===== src/vcw_pkg.sv =====
// Package of register map, field layout and reset values for the video crop window
package vcw_pkg;
  // ***********************************
  // Register byte offsets
  // ***********************************
  localparam logic [7:0] ADDR_LEFT_LOW = 8'h36;
  localparam logic [7:0] ADDR_LEFT_HIGH = 8'h37;
  localparam logic [7:0] ADDR_RIGHT_LOW = 8'h38;
  localparam logic [7:0] ADDR_RIGHT_HIGH = 8'h39;
  localparam logic [7:0] ADDR_TOP_LOW = 8'h3A;
  localparam logic [7:0] ADDR_TOP_HIGH = 8'h3B;
  localparam logic [7:0] ADDR_BOTTOM_LOW = 8'h3C;
  localparam logic [7:0] ADDR_BOTTOM_HIGH = 8'h3D;
  localparam logic [7:0] ADDR_PORT_SEL = 8'h3E;
  // ***********************************
  // Field layout and reset values
  // ***********************************
  localparam int COORD_W = 13;
  localparam int HIGH_W = 5;
  localparam int ENABLE_BIT = 7;
  localparam logic [7:0] REG_RESET = 8'h00;
  localparam logic [12:0] COORD_RESET = 13'h0000;
  localparam logic [7:0] UNMAPPED_READ = 8'h00;
endpackage


===== src/vcw_window_port.sv =====
// One output port's crop window: coordinate store, position counters and gating
//
// Decided for this implementation: the strobed register port.
`timescale 1ns/100ps
module vcw_window_port (
  input wire logic ref_clk,
  input wire logic arst_n,
  input wire logic clk_en,
  input wire logic wrEn,
  input wire logic [7:0] wrAddr,
  input wire logic [7:0] wrData,
  input wire logic [7:0] rdAddr,
  output logic [7:0] rdData,
  input wire logic inValid,
  input wire logic inFrameStart,
  input wire logic inLineStart,
  output logic passPixel,
  output logic cropOn
);
  // ***********************************
  // Coordinate registers
  // ***********************************
  logic enable_q;
  logic [12:0] left_q;
  logic [12:0] right_q;
  logic [12:0] top_q;
  logic [12:0] bottom_q;
  logic [12:0] pixelIdx_q;
  logic [12:0] lineIdx_q;
  logic lineSeen_q;
  logic [12:0] pixelNow;
  logic [12:0] lineNow;

  // Byte-wise writes into the 13-bit coordinates
  always_ff @(posedge ref_clk or negedge arst_n) begin
    if (!arst_n) begin
      enable_q <= 1'b0;
      left_q <= vcw_pkg::COORD_RESET;
      right_q <= vcw_pkg::COORD_RESET;
      top_q <= vcw_pkg::COORD_RESET;
      bottom_q <= vcw_pkg::COORD_RESET;
    end else if (clk_en && wrEn) begin
      unique case (wrAddr)
        vcw_pkg::ADDR_LEFT_LOW: left_q[7:0] <= wrData;
        vcw_pkg::ADDR_LEFT_HIGH: begin
          left_q[12:8] <= wrData[4:0];
          enable_q <= wrData[vcw_pkg::ENABLE_BIT];
        end
        vcw_pkg::ADDR_RIGHT_LOW: right_q[7:0] <= wrData;
        vcw_pkg::ADDR_RIGHT_HIGH: right_q[12:8] <= wrData[4:0];
        vcw_pkg::ADDR_TOP_LOW: top_q[7:0] <= wrData;
        vcw_pkg::ADDR_TOP_HIGH: top_q[12:8] <= wrData[4:0];
        vcw_pkg::ADDR_BOTTOM_LOW: bottom_q[7:0] <= wrData;
        vcw_pkg::ADDR_BOTTOM_HIGH: bottom_q[12:8] <= wrData[4:0];
        default: ;
      endcase
    end
  end

  // Readback with reserved bits as zero
  always_comb begin
    unique case (rdAddr)
      vcw_pkg::ADDR_LEFT_LOW: rdData = left_q[7:0];
      vcw_pkg::ADDR_LEFT_HIGH: rdData = {enable_q, 2'b00, left_q[12:8]};
      vcw_pkg::ADDR_RIGHT_LOW: rdData = right_q[7:0];
      vcw_pkg::ADDR_RIGHT_HIGH: rdData = {3'b000, right_q[12:8]};
      vcw_pkg::ADDR_TOP_LOW: rdData = top_q[7:0];
      vcw_pkg::ADDR_TOP_HIGH: rdData = {3'b000, top_q[12:8]};
      vcw_pkg::ADDR_BOTTOM_LOW: rdData = bottom_q[7:0];
      vcw_pkg::ADDR_BOTTOM_HIGH: rdData = {3'b000, bottom_q[12:8]};
      default: rdData = vcw_pkg::UNMAPPED_READ;
    endcase
  end

  // ***********************************
  // Position of the current active pixel
  // ***********************************
  // Frame start resets line index, line start resets pixel index
  always_comb begin
    pixelNow = inLineStart ? 13'h0000 : pixelIdx_q;
    lineNow = inFrameStart ? 13'h0000 : (inLineStart && lineSeen_q ? lineIdx_q + 13'h0001 : lineIdx_q);
  end

  // Pixel counter advances only on active pixels; line counter at a line start after an active pixel
  always_ff @(posedge ref_clk or negedge arst_n) begin
    if (!arst_n) begin
      pixelIdx_q <= vcw_pkg::COORD_RESET;
      lineIdx_q <= vcw_pkg::COORD_RESET;
      lineSeen_q <= 1'b0;
    end else if (clk_en) begin
      if (inFrameStart || inLineStart) begin
        lineIdx_q <= lineNow;
        lineSeen_q <= 1'b0;
        pixelIdx_q <= 13'h0000;
      end
      if (inValid) begin
        pixelIdx_q <= pixelNow + 13'h0001;
        lineIdx_q <= lineNow;
        lineSeen_q <= 1'b1;
      end
    end
  end

  // Window gate on the current pixel
  always_comb begin
    cropOn = enable_q;
    if (!enable_q) begin
      passPixel = inValid;
    end else begin
      passPixel = inValid && (pixelNow >= left_q)
        && (pixelNow <= right_q)
        && (lineNow >= top_q)
        && (lineNow <= bottom_q);
    end
  end
endmodule


===== src/video_crop_window.sv =====
// Top of the per-port video crop window with register port and pixel path
`timescale 1ns/100ps
module video_crop_window #(
  parameter int PIXEL_W = 24,
  parameter int PORTS = 2
) (
  input wire logic ref_clk,
  input wire logic arst_n,
  input wire logic clk_en,
  input wire logic [7:0] regAddr,
  input wire logic [7:0] regWrData,
  input wire logic regWrite,
  input wire logic regRead,
  output logic [7:0] regRdData,
  input wire logic [PIXEL_W-1:0] pixelIn,
  input wire logic pixel_valid_in,
  input wire logic frameStart,
  input wire logic lineStart,
  output logic [PORTS-1:0][PIXEL_W-1:0] pixelOut,
  output logic [PORTS-1:0] pixel_valid,
  output logic [PORTS-1:0] cropActive
);
  // ***********************************
  // Port select and register port
  // ***********************************
  logic [7:0] portSel_q;
  logic [7:0] rdData_q;
  logic [PORTS-1:0] portWr;
  logic [PORTS-1:0] portPass;
  logic [7:0] portRd [PORTS];
  logic [7:0] selRd;
  logic selValid;

  // Selected port register, held as the full written byte
  always_ff @(posedge ref_clk or negedge arst_n) begin
    if (!arst_n) begin
      portSel_q <= vcw_pkg::REG_RESET;
    end else if (clk_en && regWrite && regAddr == vcw_pkg::ADDR_PORT_SEL) begin
      portSel_q <= regWrData;
    end
  end

  assign selValid = (portSel_q < 8'(PORTS));

  // Write strobe steered to the selected port
  always_comb begin
    for (int i = 0; i < PORTS; i++) begin
      portWr[i] = regWrite && selValid && (portSel_q == 8'(i));
    end
  end

  // Read mux from the selected port
  always_comb begin
    selRd = vcw_pkg::UNMAPPED_READ;
    for (int i = 0; i < PORTS; i++) begin
      if (selValid && portSel_q == 8'(i)) begin
        selRd = portRd[i];
      end
    end
    if (regAddr == vcw_pkg::ADDR_PORT_SEL) begin
      selRd = portSel_q;
    end
  end

  // Read data stands one cycle after the strobe only
  always_ff @(posedge ref_clk or negedge arst_n) begin
    if (!arst_n) begin
      rdData_q <= vcw_pkg::REG_RESET;
    end else if (clk_en) begin
      rdData_q <= regRead ? selRd : vcw_pkg::REG_RESET;
    end
  end

  assign regRdData = rdData_q;

  // ***********************************
  // Per-port windows
  // ***********************************
  for (genvar p = 0; p < PORTS; p++) begin : gPort
    vcw_window_port uWin (
      .ref_clk(ref_clk),
      .arst_n(arst_n),
      .clk_en(clk_en),
      .wrEn(portWr[p]),
      .wrAddr(regAddr),
      .wrData(regWrData),
      .rdAddr(regAddr),
      .rdData(portRd[p]),
      .inValid(pixel_valid_in),
      .inFrameStart(frameStart),
      .inLineStart(lineStart),
      .passPixel(portPass[p]),
      .cropOn(cropActive[p])
    );
  end

  // ***********************************
  // Output pixel registers
  // ***********************************
  // Blanked pixels drop the valid flag and zero the data
  always_ff @(posedge ref_clk or negedge arst_n) begin
    if (!arst_n) begin
      pixelOut <= '0;
      pixel_valid <= '0;
    end else if (clk_en) begin
      for (int i = 0; i < PORTS; i++) begin
        pixel_valid[i] <= portPass[i];
        pixelOut[i] <= portPass[i] ? pixelIn : '0;
      end
    end
  end
endmodule


===== config.mk =====
export PLATFORM = sky130hd
export DESIGN_NAME = video_crop_window
export DESIGN_NICKNAME = d
export VERILOG_FILES = /design/src/vcw_pkg.sv /design/src/vcw_window_port.sv /design/src/video_crop_window.sv
export SDC_FILE = /design/constraint.sdc
export NUM_CORES = 1
export LEC_CHECK = 0
export CORE_MARGIN = 2
export CORE_UTILIZATION = 45
export DETAILED_ROUTE_END_ITERATION = 12
export DONT_BUFFER_PORTS = 1
export PLACE_DENSITY = 0.6
export SKIP_LAST_GASP = 1
export SYNTH_ARGS = -nofsm -noshare
export SYNTH_HDL_FRONTEND = slang
export SYNTH_SLANG_ARGS = --single-unit
export TNS_END_PERCENT = 20

===== constraint.sdc =====
create_clock -name ref_clk -period 3.7 [get_ports ref_clk]
set_input_delay 0.74 -clock ref_clk [delete_from_list [all_inputs] [get_ports ref_clk]]
set_output_delay 0.74 -clock ref_clk [all_outputs]
set_load 0.05 [all_outputs]

* Yosys cells after proc, flatten, opt, wreduce, memory -nomap -nowiden
Cells that the tools add are included.
** Word-level totals
- Logic and storage cells :: 114
- Register bits after elaboration :: 225
- Input bits :: 48
- Output and inout port bits :: 60
** Operators by class
- Order comparisons :: 9
- Reduce and logical (&&, ||, !) cells :: 38
- Equality and inequality tests :: 10
- Mux-type cells :: 25
- Add/sub/neg operators :: 4
** Operators with widths (count)
- $mux W13 :: 13
- $pmux W8 S8 :: 2
- $eq A8 B6 Y1 const B :: 9
- $add A13 B1 Y13 const B :: 4
- $ge A13 B13 Y1 :: 4
- $le A13 B13 Y1 :: 4
- $mux W24 :: 2
- $reduce_and A2 Y1 :: 17
- $mux W8 :: 4
- $logic_and A1 B1 Y1 :: 18
- $eq A8 B1 Y1 const B :: 1
- $logic_not A8 Y1 :: 1
- $lt A8 B2 Y1 const B :: 1
- $mux W1 :: 4
- $reduce_bool A2 Y1 :: 1
- $logic_or A1 B1 Y1 :: 1

* Longest topological paths before layout
- Word-level depth :: 8
- Mapped depth :: 15
- Depth with buffers taken out :: 13

* Hierarchy
From an unflattened synthesis, not the netlist that was laid out.
** Second synthesis, totals
- Cells, all modules :: 1480
- Area total of the unflattened synthesis :: 13581.8 µm²
** Modules (own cells, without submodules)
- vcw_window_port :: instances 2, sequential area each 2001.9 µm², area an instance 5293.8 µm², cells each 589
- video_crop_window :: instances 1, sequential area each 1651.6 µm², area an instance 2994.1 µm², cells each 302

* Least setup slack after synthesis
No wires, ideal clock.
- Path kind :: input-to-reg
- Start :: input port lineStart
- End :: register pixelOut[39] (netlist bit)
- Stages :: 15
- Arrival time :: 3563 ps
- Data required time :: 3617 ps
- Setup time :: 83 ps
- Path slack :: 54 ps
- Cells stage by stage :: and2_1 > buf_2 > nand4_1 > nor2_1 > and3_1 > xnor2_1 > nor2_1 > ha_1 > a21o_1 > a21o_2 > a2111o_1 > o32ai_1 > o2111ai_2 > clkbuf_2 > o21ai_0
** Between the ends
- Longest elaborated chain between the ends :: 8
- Elaborated cells between the ends (all ways) :: 14
** RTL lines
- from (decl) :: RTL line video_crop_window.sv:18 : input wire logic lineStart,
- $logic_and A1 B1 Y1 (*)
- $mux W13 (*) (2 in series) :: RTL line vcw_window_port.sv:81 : lineNow = inFrameStart ? 13'h0000 : (inLineStart && lineSeen_q ? lineIdx_q + 13'h0001 : lineIdx_q);
- via gPort[1].uWin.lineNow[10] :: RTL line vcw_window_port.sv:32 : logic [12:0] lineNow;
- $ge A13 B13 Y1 :: RTL line vcw_window_port.sv:112 : && (lineNow >= top_q)
- $logic_and A1 B1 Y1 :: RTL line vcw_window_port.sv:112
- $logic_and A1 B1 Y1 (*) :: RTL line vcw_window_port.sv:113 : && (lineNow <= bottom_q);
- $mux W1 (*) :: RTL line vcw_window_port.sv:107 : if (!enable_q) begin
- $mux W24 (*) :: RTL line video_crop_window.sv:108 : pixelOut[i] <= portPass[i] ? pixelIn : '0;
- to (signal, indexed assignment) :: RTL line video_crop_window.sv:108
- to (decl) :: RTL line video_crop_window.sv:19 : output logic [PORTS-1:0][PIXEL_W-1:0] pixelOut,
The timed path passes the listed nets; every way through them passes the cells marked *.
A chain may end at the register's enable or synchronous reset.

* Final worst setup path
- Start :: register gPort[0].uWin.lineSeen_q
- End :: register pixelOut[11] (netlist bit)
** Between the ends
- Longest elaborated chain between the ends :: 8
- Elaborated cells between the ends (all ways) :: 9
** RTL lines
- from (decl) :: RTL line vcw_window_port.sv:30 : logic lineSeen_q;
- from (signal assigned) :: RTL line vcw_window_port.sv:89 : lineSeen_q <= 1'b0;
- from (signal assigned) :: RTL line vcw_window_port.sv:93 : lineSeen_q <= 1'b0;
- from (signal assigned) :: RTL line vcw_window_port.sv:99 : lineSeen_q <= 1'b1;
- $logic_and A1 B1 Y1 (*) :: RTL line vcw_window_port.sv:81
- $mux W13 (*) (2 in series) :: RTL line vcw_window_port.sv:81
- via gPort[0].uWin.lineNow[12] :: RTL line vcw_window_port.sv:32
- $ge A13 B13 Y1 :: RTL line vcw_window_port.sv:112
- $logic_and A1 B1 Y1 :: RTL line vcw_window_port.sv:112
- $logic_and A1 B1 Y1 (*) :: RTL line vcw_window_port.sv:113
- $mux W1 (*) :: RTL line vcw_window_port.sv:107
- $mux W24 (*) :: RTL line video_crop_window.sv:108
Marks and branches as above.

==> reports/metrics.yaml <==
die:
  start_util: 0.453
  die_w_um: 176
  rows: 63
  chipHeight_um: 176
  die-area_um2: 31100
  ios: 108
  coreArea_um2: 29500
yosys:
  ys_types: 74
  synth.most_common_cell: "dfrtp_1"
  synth_compound_area_frac: 0.171
  synth_nets: 1550
  ys_ff_latch: 225
  yosysSeqAreaShare: 0.421
  synth_top_cells_by_count: "dfrtp_1 (225), nand2_1 (154), inv_1 (137)"
  synth_xor_area_frac: 0.0197
  synthMuxAreaShare: 0.0872
  yosys.area_share.simple: 0.140
  ys_async_sr_fraction: 1.00
  synth_edf_count: 0
  avgSynthCellArea_um2: 9.59
  syn_inst: 1394
  ys.flop_type: "dfrtp_1"
  yosysWarnings: 0
  synthTopCellsByArea: "dfrtp_1 (42%), ha_1 (10%), mux2_2 (6.9%), o21ai_0 (4.9%), nand2_1 (4.3%)"
  synth_top_family_by_area: "compound AO/OA/AOI/OAI gates"
  synth.top_cell.area_share: 0.421
  post_synth_instance_area_um2: 13400
  yosys.area.top_type: "dfrtp_1"
  synthAdderAreaFrac: 0.101
placed_design:
  hpwl_mm: 27.4
  routabilityCongestion: 0.886
  dp_slack_ns: -0.0668
  dp_cells: 1759
  io_buffers: 0
routing:
  drt_iter0_drc: 791
  wl_mm: 37.9
  dr.pass1.iters: 5
  viasPerCell: 5.78
  vias: 10400
  wl_per_cell_um: 21.0
  antenna_left: 0
  drc: 0
setup_path:
  worstPathCellList: "and2_1 -> buf_4 -> and4_1 -> and3_1 -> nand3_1 -> xor2_1 -> nor2_1 -> ha_1 -> nand4_1 -> or3_1 -> o32ai_1 -> a31oi_2 -> buf_12 -> o2bb2ai_1"
  max_stage_delay_ns: 0.40
  reg2reg_depth: 14
  path_class: "reg2reg"
  startpoint_type: "flop"
  reg2reg_from: "gPort[0].uWin.lineSeen_q"
  crit_slowest_cell: "or3_1"
  worst-r2r-setup-slack_ns: 0.27
  required_ns: 4.14
  arrival_ns: 3.87
  crit_fanout: 25
  cp-end-kind: "flop"
  timing.rr.end: "pixelOut[11]"
cells_and_area:
  multi_input_area_um2: 6940
  nets: 1553
  antenna_cells: 0
  ff_latch_area_um2: 5630
  drive_gt1_frac: 0.131
  area_delta_synth_final_pct: 10.4
  fill_cells: 2752
  final_cell_count_no_fill: 1805
timing:
  slew_headroom: 0.264
  setup_tns_ns: 0
  fmax_ghz: 0.292
  finalCriticalPeriod_ns: 3.43
  fin_crit_sh: 0.926
  rsz0062_at_grt: "no"
  setup_violations: 0
  timing.hold.ws_ns: -0.0748
  tightest_slew_ns: 1.10
  hold_violations: 195
  drv_slew: 0
  finalClockSkew_ns: 0.0209
  setup_ws_ns: 0.273
clock_tree:
  cts.path.max_buffers: 3
  cts-resized-gates: 0
  clk_latency_ns: 0.54
  cts_buffers: 26
  cts_tree: "built"
  clock-sinks: 225
  clockRootBuffer: "clkbuf_16"
  htree_levels: 1
  clkSlewWorstSetupHoldPaths_ns: 0.06
run_status:
  failed_checks: "hold timing"
  status: "finished with violations"
global_routing:
  antenna_found_initial: 0
  grt_pass1_wl_mm: 59.0
  grt_max_degree: 226
  first_global_vias: 10400
  grtUsageTotal: 0.244
  grt_overflow: 0
flow_run:
  cap_violations: 0
power_and_ir_drop:
  ir_drop_mv: 0.294
  powerDensity_nw_per_um2: 380
  leakagePower_nw: 7.08
  total_power_w: 0.00560
worst_hold_path:
  hold_path_class: "in2async"
-- worst max-delay path: cells and delay by family (launching register included) --
family,cells,cell delay (ns)
DFF,1,0.35
and+or+nand+nor,7,1.40
xor gates and xnor gates,1,0.19
adders and majority gates,1,0.30
AOI/OAI and AO/OA,3,0.72
buffers and inverters,2,0.37
-- final cells by class --
class	instances	area share
inverter	137	0.0349
multi-input combinational	969	0.470
clock inverter	10	0.00712
clock buffer	36	0.0521
timing repair buffer	38	0.0210
tap	390	0.0331
sequential	225	0.382
-- metrics by stage --
step / utilization / cell area [µm²]
floorplan: - / 13400
global placement: 0.471 / 13900
detailed placement: 0.471 / 13900
CTS: 0.501 / 14800
global route: 0.501 / 14800
finish: 0.501 / 14800
-- layer usage --
layer | part of all wire | track usage
met1 | 0.41 | 0.316
met2 | 0.49 | 0.420
met3 | 0.065 | 0.0409
met4 | 0.031 | 0.0747
met5 | 0 | 0
-- registers in the layout (all words and copies together) (netlist names) --
signal,cells
pixelOut,48
gPort.uWin.bottom_q,26
gPort.uWin.left_q,26
gPort.uWin.lineIdx_q,26
gPort.uWin.pixelIdx_q,26
gPort.uWin.right_q,26
gPort.uWin.top_q,26
portSel_q,8
regRdData,8
gPort.uWin.cropOn,2
pixel_valid,2
gPort.uWin.lineSeen_q,1
-- power breakdown --
part	switching (W)	internal (W)
Sequential	0.000208	0.00252
Clock	0.00103	0.00158
Combinational	0.000156	0.000108
-- timing repair --
| action | 4_1_cts | 5_1_grt |
|---|---|---|
| endpoints found under the hold margin | 225 | 225 |
| setup endpoints to repair | 0 | 0 |
| setup buffers | 0 | 0 |
-- placed cells by master (no fill, tap or decap), types with 10 or more instances in the layout --
master     Yosys  layout
dfrtp_1      225     225
nand2_1      154     154
inv_1        137     136
o21ai_0      131     131
ha_1         108     108
mux2_2        82      82
nor2_1        67      66
nor2b_1       36      36
buf_4          3      36
a21oi_1       34      34
a22oi_1       30      30
clkbuf_16      0      27
o2bb2ai_1     25      25
mux2i_1       22      22
nand3_1       20      20
nand4_1       19      19
a21o_1        18      18
nor3_1        17      17
a22o_1        17      17
xor2_1        16      16
xnor2_1       14      14
and3_1        13      13
o31ai_1       13      13
a221oi_1      12      12
nand2b_1      11      10
-- logic make-up (layout without fill, tap and decap cells) --
logic type      count (synthesis)  in the layout
compound gates                344            344
xor+xnor                       30             30
fa+ha+maj                     108            108
buf+inv                       200            221
flops                         225            225
mux                           105            105
simple gates                  382            382
-- worst max-delay path by stage --
| stage | from | end | slack, ns |
|---|---|---|---|
| global placement | lineStart | pixel_valid[0] | 0.05 |
| global route | gPort[0].uWin.lineSeen_q | pixel_valid[0] | 0.006 |
| detailed placement | lineStart | pixelOut[1] | -0.07 |
| finish | gPort[0].uWin.lineSeen_q | pixelOut[11] | 0.27 |
| CTS | gPort[0].uWin.lineSeen_q | pixelOut[11] | 0.27 |
| floorplan | lineStart | pixelOut[39] | 0.05 |
Note: power is estimated with default switching activity, not from simulation.
